`config.mk`:
```
export PLATFORM = sky130hd
export DESIGN_NAME = iat_accept
export DESIGN_NICKNAME = d
export VERILOG_FILES = /design/src/rtl/iat_pkg.sv /design/src/rtl/iat_prio_pick.sv /design/src/rtl/iat_accept.sv
export SDC_FILE = /design/constraint.sdc
export NUM_CORES = 1
export LEC_CHECK = 0
export BUFFER_PORTS_ARGS = -buffer_cell sky130_fd_sc_hd__buf_2
export CORE_ASPECT_RATIO = 1.1
export CORE_MARGIN = 2
export CORE_UTILIZATION = 41
export CTS_BUF_LIST = sky130_fd_sc_hd__clkbuf_16
export DETAILED_ROUTE_END_ITERATION = 10
export PLACE_DENSITY_LB_ADDON = 0.2
export SLEW_MARGIN = 0
export SYNTH_ARGS = -nofsm -noshare
export SYNTH_HDL_FRONTEND = slang
export SYNTH_SLANG_ARGS = --single-unit
```
`constraint.sdc`:
```
create_clock -name clk_sys -period 1.6 [get_ports clk_sys]
set_input_delay 0.32 -clock clk_sys [delete_from_list [all_inputs] [get_ports clk_sys]]
set_output_delay 0.32 -clock clk_sys [all_outputs]
set_load 0.01 [all_outputs]
```
`src/rtl/iat_pkg.sv`:
```
/*
 * Package for the interrupt acceptance timing block: constants, the
 * CPU status carrier and the acceptance result carrier.
 * Assumes a single 40 MHz system clock.
 */
package iat_pkg;
    localparam int NUM_SRC = 8;
    localparam int SRC_IDX_W = 3;
    localparam int PC_W = 24;
    // Mask write takes effect this many states after the instruction ends
    localparam logic [1:0] MASK_DELAY_STATES = 2'h2;
    localparam logic [1:0] MASK_DELAY_LAST = 2'h1;
    localparam logic [1:0] MASK_DELAY_IDLE = 2'h0;
    localparam logic I_MASK_RESET = 1'h1;
    localparam logic UI_MASK_RESET = 1'h0;

    typedef enum logic [1:0] {
        IAT_KIND_NONE,
        IAT_KIND_NMI,
        IAT_KIND_BRK,
        IAT_KIND_SRC
    } iat_kind_t;

    // Status the CPU core reports every cycle
    typedef struct packed {
        logic insn_end;          // Pulse: current instruction completes
        logic ccr_write;         // Ending insn loads or modifies the condition code register
        logic new_i_mask;        // Value of the interrupt mask bit written
        logic new_user_mask_bit; // Value of the user mask bit written
        logic block_move_byte_insn;
        logic block_move_word_insn;
        logic transfer_break;    // Pulse: gap between block move transfer cycles
        logic [PC_W-1:0] next_pc;
    } iat_cpu_t;

    // Accepted request handed to the CPU exception sequencer
    typedef struct packed {
        logic valid;
        iat_kind_t kind;
        logic [SRC_IDX_W-1:0] src_idx;
        logic [PC_W-1:0] stacked_pc;
    } iat_accept_t;
endpackage

```
`src/rtl/iat_prio_pick.sv`:
```
/*
 * Fixed priority picker: lowest index wins, binary-encoded index out.
 * Assumes the caller orders requests by priority.
 */
`timescale 1ns/1ps
`default_nettype none
module iat_prio_pick #(
    parameter int N = 8,
    parameter int W = 3
) (
    // Requests
    input wire logic [N-1:0] req,
    // Result
    output logic any,
    output logic [W-1:0] idx
);
    always_comb begin
        idx = '0;
        for (int k = N - 1; k >= 0; k--) begin
            if (req[k]) begin
                idx = W'(k);
            end
        end
    end
    assign any = |req;
endmodule
`default_nettype wire

```
`src/rtl/iat_accept.sv`:
```
/*
 * Interrupt acceptance timing: decides at each instruction boundary, or
 * at a transfer break of a word block move, which request the CPU takes.
 * Assumes synchronous inputs; flags and enables come from the peripherals.
 */
// Operation
// Enable clear acts after clearing instruction ends
// Request during clearing instruction still gets serviced
// Higher priority wins, lower conflicting request dropped
// Source flag clear behaves the same way
// Clear while masked yields no exception
// No interrupt after condition code writing instruction
// New mask bits effective two states later
// Byte block move never interrupted mid-transfer
// Word block move interruptible at transfer breaks
// Stacked PC is the following instruction
// Software loops word move while count nonzero
// Software clears stale irq status flags after reset
// Both masks set: only NMI and break accepted
// Exception handling starts only after instruction completes; code also accepts at word block move transfer breaks
// Evaluate bits with values at the boundary
`timescale 1ns/1ps
`default_nettype none
module iat_accept #(
    parameter int NUM_SRC = iat_pkg::NUM_SRC
) (
    // Clock and reset
    input wire logic clk_sys,
    input wire logic sys_rst,
    // Peripheral requests, index 0 highest priority
    input wire logic [NUM_SRC-1:0] src_flag,
    input wire logic [NUM_SRC-1:0] src_enable,
    input wire logic [NUM_SRC-1:0] src_level1,
    input wire logic nmi_req,
    input wire logic brk_req,
    // CPU core
    input wire iat_pkg::iat_cpu_t cpu,
    output iat_pkg::iat_accept_t accept,
    output logic i_mask_eff,
    output logic user_mask_eff
);
    logic [NUM_SRC-1:0] armed_q, armed_d;
    logic i_q, ui_q, i_pend_q, ui_pend_q;
    logic [1:0] dly_q;
    iat_pkg::iat_accept_t acc_q;

    // Per-source masking with the masks in effect now
    wire logic [NUM_SRC-1:0] src_masked;
    wire logic [NUM_SRC-1:0] src_live;
    wire logic [NUM_SRC-1:0] cand;
    genvar g;
    generate
        for (g = 0; g < NUM_SRC; g++) begin : g_src
            assign src_masked[g] = i_q & (~src_level1[g] | ui_q);
            assign src_live[g] = src_flag[g] & src_enable[g] & ~src_masked[g];
            // Seen while its instruction ran still counts at the boundary
            assign cand[g] = (armed_q[g] & ~src_masked[g]) | src_live[g];
        end
    endgenerate

    // Acceptance points
    wire logic word_break = cpu.block_move_word_insn & cpu.transfer_break;
    wire logic byte_busy = cpu.block_move_byte_insn & ~cpu.insn_end;
    wire logic boundary = (cpu.insn_end | word_break) & ~byte_busy;
    wire logic inhibit = cpu.insn_end & cpu.ccr_write;
    wire logic take_pt = boundary & ~inhibit;

    wire logic src_any;
    wire logic [iat_pkg::SRC_IDX_W-1:0] src_idx;
    iat_prio_pick #(.N(NUM_SRC), .W(iat_pkg::SRC_IDX_W)) u_pick (
        .req(cand),
        .any(src_any),
        .idx(src_idx)
    );

    wire logic take_any = take_pt & (nmi_req | brk_req | src_any);
    wire iat_pkg::iat_kind_t take_kind = nmi_req ? iat_pkg::IAT_KIND_NMI :
        brk_req ? iat_pkg::IAT_KIND_BRK : iat_pkg::IAT_KIND_SRC;

    // Armed set collects requests up to the next acceptance point; cleared there
    always_comb begin
        armed_d = armed_q | src_live;
        if (take_pt) begin
            armed_d = '0;
        end
    end

    always_ff @(posedge clk_sys) begin
        if (sys_rst) begin
            armed_q <= '0;
        end else begin
            armed_q <= armed_d;
        end
    end

    // Delayed mask update
    always_ff @(posedge clk_sys) begin
        if (sys_rst) begin
            i_q <= iat_pkg::I_MASK_RESET;
            ui_q <= iat_pkg::UI_MASK_RESET;
            i_pend_q <= iat_pkg::I_MASK_RESET;
            ui_pend_q <= iat_pkg::UI_MASK_RESET;
            dly_q <= iat_pkg::MASK_DELAY_IDLE;
        end else if (inhibit) begin
            i_pend_q <= cpu.new_i_mask;
            ui_pend_q <= cpu.new_user_mask_bit;
            dly_q <= iat_pkg::MASK_DELAY_STATES;
        end else if (dly_q != iat_pkg::MASK_DELAY_IDLE) begin
            dly_q <= dly_q - 2'h1;
            if (dly_q == iat_pkg::MASK_DELAY_LAST) begin
                i_q <= i_pend_q;
                ui_q <= ui_pend_q;
            end
        end
    end

    // Acceptance result, one-cycle valid
    always_ff @(posedge clk_sys) begin
        if (sys_rst) begin
            acc_q <= '0;
        end else begin
            acc_q.valid <= take_any;
            if (take_any) begin
                acc_q.kind <= take_kind;
                acc_q.src_idx <= src_idx;
                acc_q.stacked_pc <= cpu.next_pc;
            end
        end
    end

    assign accept = acc_q;
    assign i_mask_eff = i_q;
    assign user_mask_eff = ui_q;
endmodule
`default_nettype wire

```
==> flow_metrics.env, run 1 <==
export IMPL_syn_to_final_growth_pct=52.2
export IMPL_ff_latch_area_um2=888
export IMPL_cp_arrival_ns=1.90
export IMPL_grt_pass1_vias=1662
export IMPL_critPathKind="flop to flop"
export IMPL_period_share=1.08
export IMPL_pre_cts_ws_ns=-0.229
export IMPL_cp_data_required_time_ns=1.78
export IMPL_num_rows=25
export IMPL_die_x_um=68.0
export IMPL_rsz0062_at_grt="true"
export IMPL_drt_initial_drc_count=38
export IMPL_grt_busiest_layer="met2"
export IMPL_start_util=0.428
export IMPL_yosysTopAreaCellShare=0.477
export IMPL_worstPathMaxFanout=5
export IMPL_netlist_area_um2=1850
export IMPL_holdPathStages=2
export IMPL_first_pass_iters=4
export IMPL_cts_buffers=5
export IMPL_clock_latency_ns=0.28
export IMPL_post_route_util=0.651
export IMPL_clock_root_buffer="clkbuf_16"
export IMPL_skew_ns=0.00479
export IMPL_r2r_setup_slack_ns=-0.12
export IMPL_timing_final_ws_setup_ns=-0.122
export IMPL_syn_nets=262
export IMPL_wire_per_inst_um=11.9
export IMPL_routed_via_count=1805
export IMPL_die_h_um=74.4
export IMPL_vias_per_cell=4.84
export IMPL_slew_headroom=0.783
export IMPL_hold_class="input port to flop"
export IMPL_hp_start="brk_req"
export IMPL_ant_nets=0
export IMPL_grt_overflow=0
export IMPL_power_density_nw_per_um2=983
export IMPL_htreeDepth=2
export IMPL_ir_drop_mv=0.710
export IMPL_fmax_mhz=581
export IMPL_ys_warn_count=0
export IMPL_finalCriticalPeriod_ns=1.72
export IMPL_r2r_end="accept[24]"
export IMPL_path_clk_slew_ns=0.06
export IMPL_grt_first_pass_wirelength_um=6870
export IMPL_wl_um=4430
export IMPL_drc=0
export IMPL_leakage_nw=1.35
export IMPL_tightestPinTransition_ns=0.324
export IMPL_synthTopCellsByArea="dfxtp_1 48%, mux2i_1 15%, nor2_1 10%"
export IMPL_port_buffers=90
export IMPL_yosysTopAreaCell="dfxtp_1"
export IMPL_clockBufferDepth=2
export IMPL_synth_seq_area_share=0.477
export IMPL_antenna_found_initial=0
export IMPL_cp_end_kind="flop"
export IMPL_hold_violations=0
export IMPL_final_common_cell="buf_2"
export IMPL_nNetsFinal=377
export IMPL_syn_avg_cell_area_um2=9.10
export IMPL_drive_gt1_frac=0.461
export IMPL_synth_cell_types=30
export IMPL_dieArea_um2=5060
export IMPL_crit_path_start_kind="flop"
export IMPL_setup_viol_count_final=29
export IMPL_met1_usage=0.211
export IMPL_r2r_cells=6
export IMPL_drv_cap=0
export IMPL_hold_buffers=0
export IMPL_cts_sinks=44
export IMPL_instances_no_fill=373
export IMPL_syn_inst=203
export IMPL_io_pins=91
export IMPL_final_cell_mix="90 x buf_2, 49 x nor2_1, 42 x dfxtp_1"
export IMPL_routabilityCongestion=0.755
export IMPL_track_usage=0.179
export IMPL_finalPower_mw=2.76
export IMPL_n_fill_cell=392
export IMPL_grt_use_met3=0.0499
export IMPL_min_to="accept[27]"
export IMPL_dp_hpwl_um=3310
export IMPL_place_inst=360
export IMPL_slew_violations=0
export IMPL_status="finished, violations left"
export IMPL_grt_met2_usage=0.307
export IMPL_grt_max_degree=21
export IMPL_cts_tree="yes"
export IMPL_diodes=0
export IMPL_worstSetupStartpoint="armed_q[7]"
export IMPL_core_area_um2=4320
export IMPL_violations="negative setup slack"
export IMPL_multi_input_area_um2=1000
export IMPL_ys_ff_latch=44
export IMPL_worstReg2RegStart="armed_q[7]"
-- synth_stat cells --
cell / instances
and3_1: 2
clkbuf_1: 5
nor2b_1: 2
a211oi_1: 3
or3b_1: 1
o31ai_1: 1
a211o_1: 1
nand2_1: 11
clkinv_1: 1
nor4_2: 1
or2_2: 1
o21ai_0: 1
mux2i_1: 28
nor3_1: 2
a31oi_4: 1
buf_4: 2
buf_6: 2
a311oi_1: 1
dfxtp_1: 44
nand2b_1: 10
inv_1: 2
buf_2: 1
nand3_1: 1
nor4_4: 1
nor2_1: 49
o41ai_1: 1
a31oi_1: 1
a21oi_2: 2
nand3b_1: 2
a21oi_1: 23
-- cells by family after synthesis --
logic type             after synthesis  share of synthesized area
AND/OR/NAND/NOR                     83                      0.212
AO/OA/AOI/OAI                       35                      0.120
buffers and inverters               13                     0.0393
multiplexers                        28                      0.152
flip-flops                          44                      0.477
-- state kept, by name, summed over array words and instances, names as in the netlist --
name / count
accept: 30
armed_q: 8
dly_q: 2
i_mask_eff: 1
i_pend_q: 1
ui_pend_q: 1
user_mask_eff: 1
-- where the power goes --
group	internal, mW	leakage [nW]	total (mW)	switching (mW)
logic	0.250	0.908	0.483	0.232
clock network	0.671	0.0796	1.09	0.423
registers	1.16	0.361	1.19	0.0312
total	2.08	1.35	2.76	0.686
-- timing repair --
action	CTS	global route
gates resized for setup	12	4
pin swaps	3	1
buffers inserted	5	0
endpoints found under the setup margin	29	30
-- worst max-delay path by stage --
stage                     depth (start not counted)         end  slack, ns
after floorplan                                   8  accept[24]      -0.11
after global placement                            8  accept[10]      -0.17
after detailed placement                          7  accept[11]      -0.23
after CTS                                         6  accept[24]      -0.10
after global routing                              7  accept[15]      -0.20
final                                             6  accept[24]      -0.12
-- metal layers --
metal / wire (µm) / share of wire / vias up
li1: - / - / 921
met1: 1870 / 0.42 / 822
met2: 2200 / 0.50 / 54
met3: 289 / 0.065 / 8
met4: 74 / 0.017 / 0
met5: 0 / 0 / -
-- per-stage QoR --
stage	TNS [ns]	hold slack [ns]	cell area, µm²
detailed placement	-4.89	0.450	2520
global route	-4.92	0.251	2810
CTS	-2.09	0.244	2780
floorplan	-1.21	0.416	1880
global placement	-4.06	0.447	2520
finish	-2.53	0.249	2810
-- critical path, stage by stage (launching register included) --
cell,delay (ns)
dfxtp_1,0.32
a21oi_1,0.21
a21oi_2,0.09
nor4_4,0.39
a31oi_4,0.17
or3b_1,0.38
o41ai_1,0.06
-- layout make-up --
type | instances | share of cell area
clock buffer | 6 | 0.0534
clock inverter | 2 | 0.00445
inverter | 3 | 0.00401
multi-input combinational | 146 | 0.357
sequential | 44 | 0.316
tap | 54 | 0.0240
timing repair buffer | 118 | 0.241
Power figures use the tool's default switching activity.
==> run 2, diff against run 1 <==
- ABC_AREA: default -> 1
- CORE_UTILIZATION: 41 -> 40
==> flow_metrics.env, run 2 <==
export IMPL_cts_buffers=5
export IMPL_slew_headroom=0.749
export IMPL_ys_warn_count=0
export IMPL_dieArea_um2=5080
export IMPL_finalCriticalPeriod_ns=1.49
export IMPL_yosysMostFrequentCell="nor2_1"
export IMPL_hold_violations=0
export IMPL_io_pins=91
export IMPL_vias_per_cell=4.54
export IMPL_slew_violations=0
export IMPL_syn_to_final_growth_pct=43.1
export IMPL_die_h_um=74.6
export IMPL_syn_inst=247
export IMPL_grt_pass1_vias=1621
export IMPL_synth_cell_types=24
export IMPL_crit_path_start_kind="flop"
export IMPL_setup_viol_count_final=0
export IMPL_cts_tree="yes"
export IMPL_place_inst=389
export IMPL_fmax_mhz=670
export IMPL_met2_length_um=2060
export IMPL_syn_avg_cell_area_um2=7.33
export IMPL_num_rows=25
export IMPL_ys_flop_type="dfxtp_1"
export IMPL_worstPathMaxFanout=9
export IMPL_clock_latency_ns=0.28
export IMPL_leakage_nw=1.37
export IMPL_dr_wl_met3_um=342
export IMPL_routabilityCongestion=0.743
export IMPL_syn_nets=306
export IMPL_drive_gt1_frac=0.370
export IMPL_hold_class="input port to flop"
export IMPL_post_route_util=0.601
export IMPL_hold_buffers=0
export IMPL_drt_initial_drc_count=47
export IMPL_dp_hpwl_um=3070
export IMPL_clockBufferDepth=2
export IMPL_synth_seq_area_share=0.486
export IMPL_final_cell_mix="90 x buf_2, 55 x nor2_1, 47 x nand2_1"
export IMPL_core_area_um2=4320
export IMPL_wire_per_inst_um=10.8
export IMPL_routed_via_count=1817
export IMPL_track_usage=0.173
export IMPL_yosysTopAreaCellShare=0.486
export IMPL_route_top_layer_used="met4"
export IMPL_drv_cap=0
export IMPL_cts_setup_buffers=0
export IMPL_antenna_found_initial=0
export IMPL_rsz0062_at_grt="true"
export IMPL_skew_ns=0.00379
export IMPL_cp_end_kind="flop"
export IMPL_ff_latch_area_um2=886
export IMPL_instances_no_fill=400
export IMPL_cp_data_required_time_ns=1.77
export IMPL_path_clk_slew_ns=0.06
export IMPL_die_x_um=68.2
export IMPL_yosys_top_cells_count="55 x nor2_1, 50 x nand2_1, 44 x dfxtp_1, 25 x o21ai_0, 15 x inv_1"
export IMPL_port_buffers=90
export IMPL_cts_sinks=44
export IMPL_n_fill_cell=415
export IMPL_grt_first_pass_wirelength_um=6720
export IMPL_ys_ff_latch=44
export IMPL_fin_setup_tns_ns=0
export IMPL_ant_nets=0
export IMPL_largest_reg_flops=30
export IMPL_grt_max_degree=30
export IMPL_nNetsFinal=404
export IMPL_netlist_area_um2=1810
export IMPL_status="completed"
export IMPL_power_density_nw_per_um2=1090
export IMPL_tightestPinTransition_ns=0.376
export IMPL_wl_um=4310
export IMPL_cp_arrival_ns=1.66
export IMPL_critPathKind="flop to flop"
export IMPL_period_share=0.933
export IMPL_placed_area_um2=2310
export IMPL_synthTopCellsByArea="dfxtp_1 49%, nor2_1 11%, nand2_1 10%"
export IMPL_yosysTopAreaCell="dfxtp_1"
export IMPL_htreeDepth=2
export IMPL_final_common_cell="buf_2"
export IMPL_grt_overflow=0
export IMPL_diodes=0
export IMPL_start_util=0.420
export IMPL_drc=0
export IMPL_first_pass_iters=4
export IMPL_whs_ns=0.249
export IMPL_final_area_um2=2590
export IMPL_async_flop_share=0
export IMPL_drt_met1_wl_um=1880
export IMPL_multi_input_area_um2=822
export IMPL_clock_root_buffer="clkbuf_16"
export IMPL_synth_edf_count=0
export IMPL_ir_drop_mv=0.470
==> run 2: cell count changes after synthesis, moves of 12 or more <==
cell,change
mux2i_1,-28
nand2_1,+39
inv_1,+13
o21ai_0,+24
a21oi_1,-12
==> run 2: cells by family (layout without fill, tap and decap cells) <==
family / Yosys count / count (layout) / synth area share
DFF: 44 / 44 / 0.486
and+or+nand+nor: 128 / 128 / 0.295
buffers and inverters: 26 / 125 / 0.0760
AOI/OAI and AO/OA: 49 / 49 / 0.143
==> run 2: critical path, stage by stage (launching register included) <==
cell and delay (ns):
dfxtp_2 0.33, inv_4 0.09, nand2_1 0.05, nand2_1 0.08, nand2_2 0.06, nand2_2 0.10, nor2_4 0.05, nand3_4 0.09
nand2_8 0.10, clkbuf_16 0.20, o21ai_0 0.16, nor2_1 0.06
==> run 2: power breakdown <==
| part | leakage (nW) | internal, mW | switching (mW) |
|---|---|---|---|
| logic | 0.922 | 0.231 | 0.275 |
| registers | 0.363 | 1.18 | 0.0378 |
| clock network | 0.0850 | 0.727 | 0.388 |
| total | 1.37 | 2.13 | 0.701 |
==> run 2: layer usage <==
metal  track usage  vias to the layer above
li1              -                      987
met3        0.0560                        2
met5             0                        -
met4        0.0467                        0
met1         0.203                      770
met2         0.301                       58
==> run 2: what timing repair did <==
| action | 4_1_cts | 5_1_grt |
|---|---|---|
| gates resized for setup | 3 | 21 |
| pin swaps | 0 | 2 |
| cloned | 0 | 3 |
| setup endpoints to repair | 21 | 30 |
==> run 2: path summary, 6_finish.rpt <==
path                                    start    endpoint  slack, ns  depth (start not counted)
worst min register to register       dly_q[0]    dly_q[0]       0.42                          1
worst max register to register  user_mask_eff  accept[13]       0.11                         11
worst max-delay path            user_mask_eff  accept[13]       0.11                         11
worst min-delay path                  sys_rst  accept[28]       0.25                          2
==> run 2: area by class of cell <==
| type | count | share of cell area |
|---|---|---|
| multi-input combinational | 177 | 0.317 |
| clock inverter | 3 | 0.0150 |
| timing repair buffer | 99 | 0.218 |
| tap | 54 | 0.0261 |
| clock buffer | 5 | 0.0483 |
| timing repair inverter | 1 | 0.00338 |
| inverter | 17 | 0.0304 |
| sequential | 44 | 0.342 |
==> run 2: stage by stage <==
step	worst slack [ns]	power, mW
after floorplan	0.165	1.51
after global placement	-0.0446	1.69
after detailed placement	-0.0682	1.69
after CTS	0.0442	2.82
after global routing	-0.0306	2.99
final	0.107	2.84
==> run 3, diff against run 2 <==
- PLACE_DENSITY: default -> 0.81
- PLACE_DENSITY_LB_ADDON: 0.2 -> default
- SLEW_MARGIN: 0 -> default
==> flow_metrics.env, run 3 (synthesis results as in run 2) <==
export IMPL_wl_um=4690
export IMPL_setup_viol_count_final=0
export IMPL_placed_area_um2=2310
export IMPL_final_area_um2=2710
export IMPL_cts_tree="yes"
export IMPL_worstReg2RegStart="user_mask_eff"
export IMPL_finalCriticalPeriod_ns=1.58
export IMPL_io_pins=91
export IMPL_vias_per_cell=4.70
export IMPL_worstSetupEndpoint="accept[6]"
export IMPL_wire_per_inst_um=11.5
export IMPL_r2r_end="accept[6]"
export IMPL_final_cell_mix="90 x buf_2, 51 x nor2_1, 44 x nand2_1"
export IMPL_rsz0062_at_grt="true"
export IMPL_num_rows=25
export IMPL_track_usage=0.171
export IMPL_die_x_um=68.2
export IMPL_holdPathStages=3
export IMPL_final_common_cell="buf_2"
export IMPL_grt_pass1_vias=1695
export IMPL_dp_hpwl_um=3120
export IMPL_diodes=0
export IMPL_grt_max_degree=29
export IMPL_cts_buffers=5
export IMPL_r2r_cells=11
export IMPL_clockBufferDepth=2
export IMPL_hold_violations=0
export IMPL_timing_final_ws_setup_ns=0.0249
export IMPL_status="completed"
export IMPL_first_pass_iters=4
export IMPL_clock_latency_ns=0.28
export IMPL_largest_reg_flops=30
export IMPL_period_share=0.984
export IMPL_fmax_mhz=635
export IMPL_dieArea_um2=5080
export IMPL_r2r_setup_slack_ns=0.02
export IMPL_drt_initial_drc_count=83
export IMPL_drive_gt1_frac=0.402
export IMPL_grt_overflow=0
export IMPL_whs_ns=0.239
export IMPL_port_buffers=90
export IMPL_routed_via_count=1912
export IMPL_clock_root_buffer="clkbuf_16"
export IMPL_power_density_nw_per_um2=1070
export IMPL_crit_path_start_kind="flop"
export IMPL_cp_arrival_ns=1.74
export IMPL_worstSetupStartpoint="user_mask_eff"
export IMPL_die_h_um=74.6
export IMPL_path_clk_slew_ns=0.06
export IMPL_ant_nets=0
export IMPL_fin_setup_tns_ns=0
export IMPL_ir_drop_mv=0.475
export IMPL_start_util=0.420
export IMPL_worstPathMaxFanout=7
export IMPL_drc=0
export IMPL_htreeDepth=2
export IMPL_tightestPinTransition_ns=0.384
export IMPL_nNetsFinal=411
export IMPL_cts_sinks=44
export IMPL_cp_data_required_time_ns=1.77
export IMPL_critPathKind="flop to flop"
export IMPL_syn_to_final_growth_pct=49.7
export IMPL_hp_start="cpu[28]"
export IMPL_slew_violations=0
export IMPL_skew_ns=0.00780
export IMPL_core_area_um2=4320
export IMPL_grt_first_pass_wirelength_um=6680
export IMPL_routabilityCongestion=0.818
export IMPL_slew_headroom=0.743
export IMPL_drv_cap=0
export IMPL_pre_cts_ws_ns=-0.122
export IMPL_cp_end_kind="flop"
export IMPL_hold_class="input port to flop"
export IMPL_leakage_nw=1.41
export IMPL_antenna_found_initial=0
run 3: changes by cell type in the layout (fill, tap and decap cells not counted), sizes merged:
| cell | previous run | this run |
|---|---|---|
| buf | 97 | 102 |
| clkbuf | 7 | 8 |
| clkinv | 2 | 3 |
| clkinvlp | 0 | 1 |
| inv | 18 | 17 |
run 3: worst max-delay path: stages (launching register included):
cell,delay [ns]
dfxtp_4,0.36
inv_2,0.10
nand2_1,0.06
nand2_1,0.07
nand2_1,0.09
nand2_2,0.10
nor2_4,0.05
nand3_4,0.09
nand2_8,0.11
clkbuf_16,0.20
o21ai_0,0.16
nor2_1,0.07
run 3: how the worst min path moves through the flow:
stage,endpoint,slack (ns)
global route,accept[27],0.25
finish,i_pend_q,0.24
CTS,accept[28],0.24
detailed placement,dly_q[0],0.43
global placement,dly_q[0],0.41
floorplan,accept[27],0.39
run 3: power by group:
| group | total [mW] | internal, mW | switching [mW] |
|---|---|---|---|
| Combinational | 0.560 | 0.264 | 0.295 |
| Clock | 1.13 | 0.733 | 0.400 |
| Sequential | 1.22 | 1.18 | 0.0419 |
run 3: layer usage:
metal / track usage / share of wire
met1: 0.192 / 0.44
met2: 0.302 / 0.48
met3: 0.0424 / 0.074
met4: 0.0756 / 0.0081
met5: 0 / 0
run 3: timing repair:
item,in CTS,in global routing
gates resized for setup,2,32
hold buffers,0,0
pin swaps,0,10
setup endpoints to repair,30,30
cloned,0,5
setup buffers,0,5
run 3: cell type report:
type	count	area, µm²
clock buffer	5	125
clock inverter	3	42.5
fill	396	1610
inverter	17	76.3
multi-input combinational	177	845
sequential	44	888
tap	54	67.6
timing repair buffer	105	648
timing repair inverter	2	18.8
run 3: through the flow:
step           power [mW]  std cells  utilization
3_3_place_gp         1.68        389        0.535
6_report             2.91        407        0.628
2_1_floorplan        1.51        247            -
4_1_cts              2.83        397        0.574
3_5_place_dp         1.69        389        0.535
5_1_grt              3.05        407        0.628
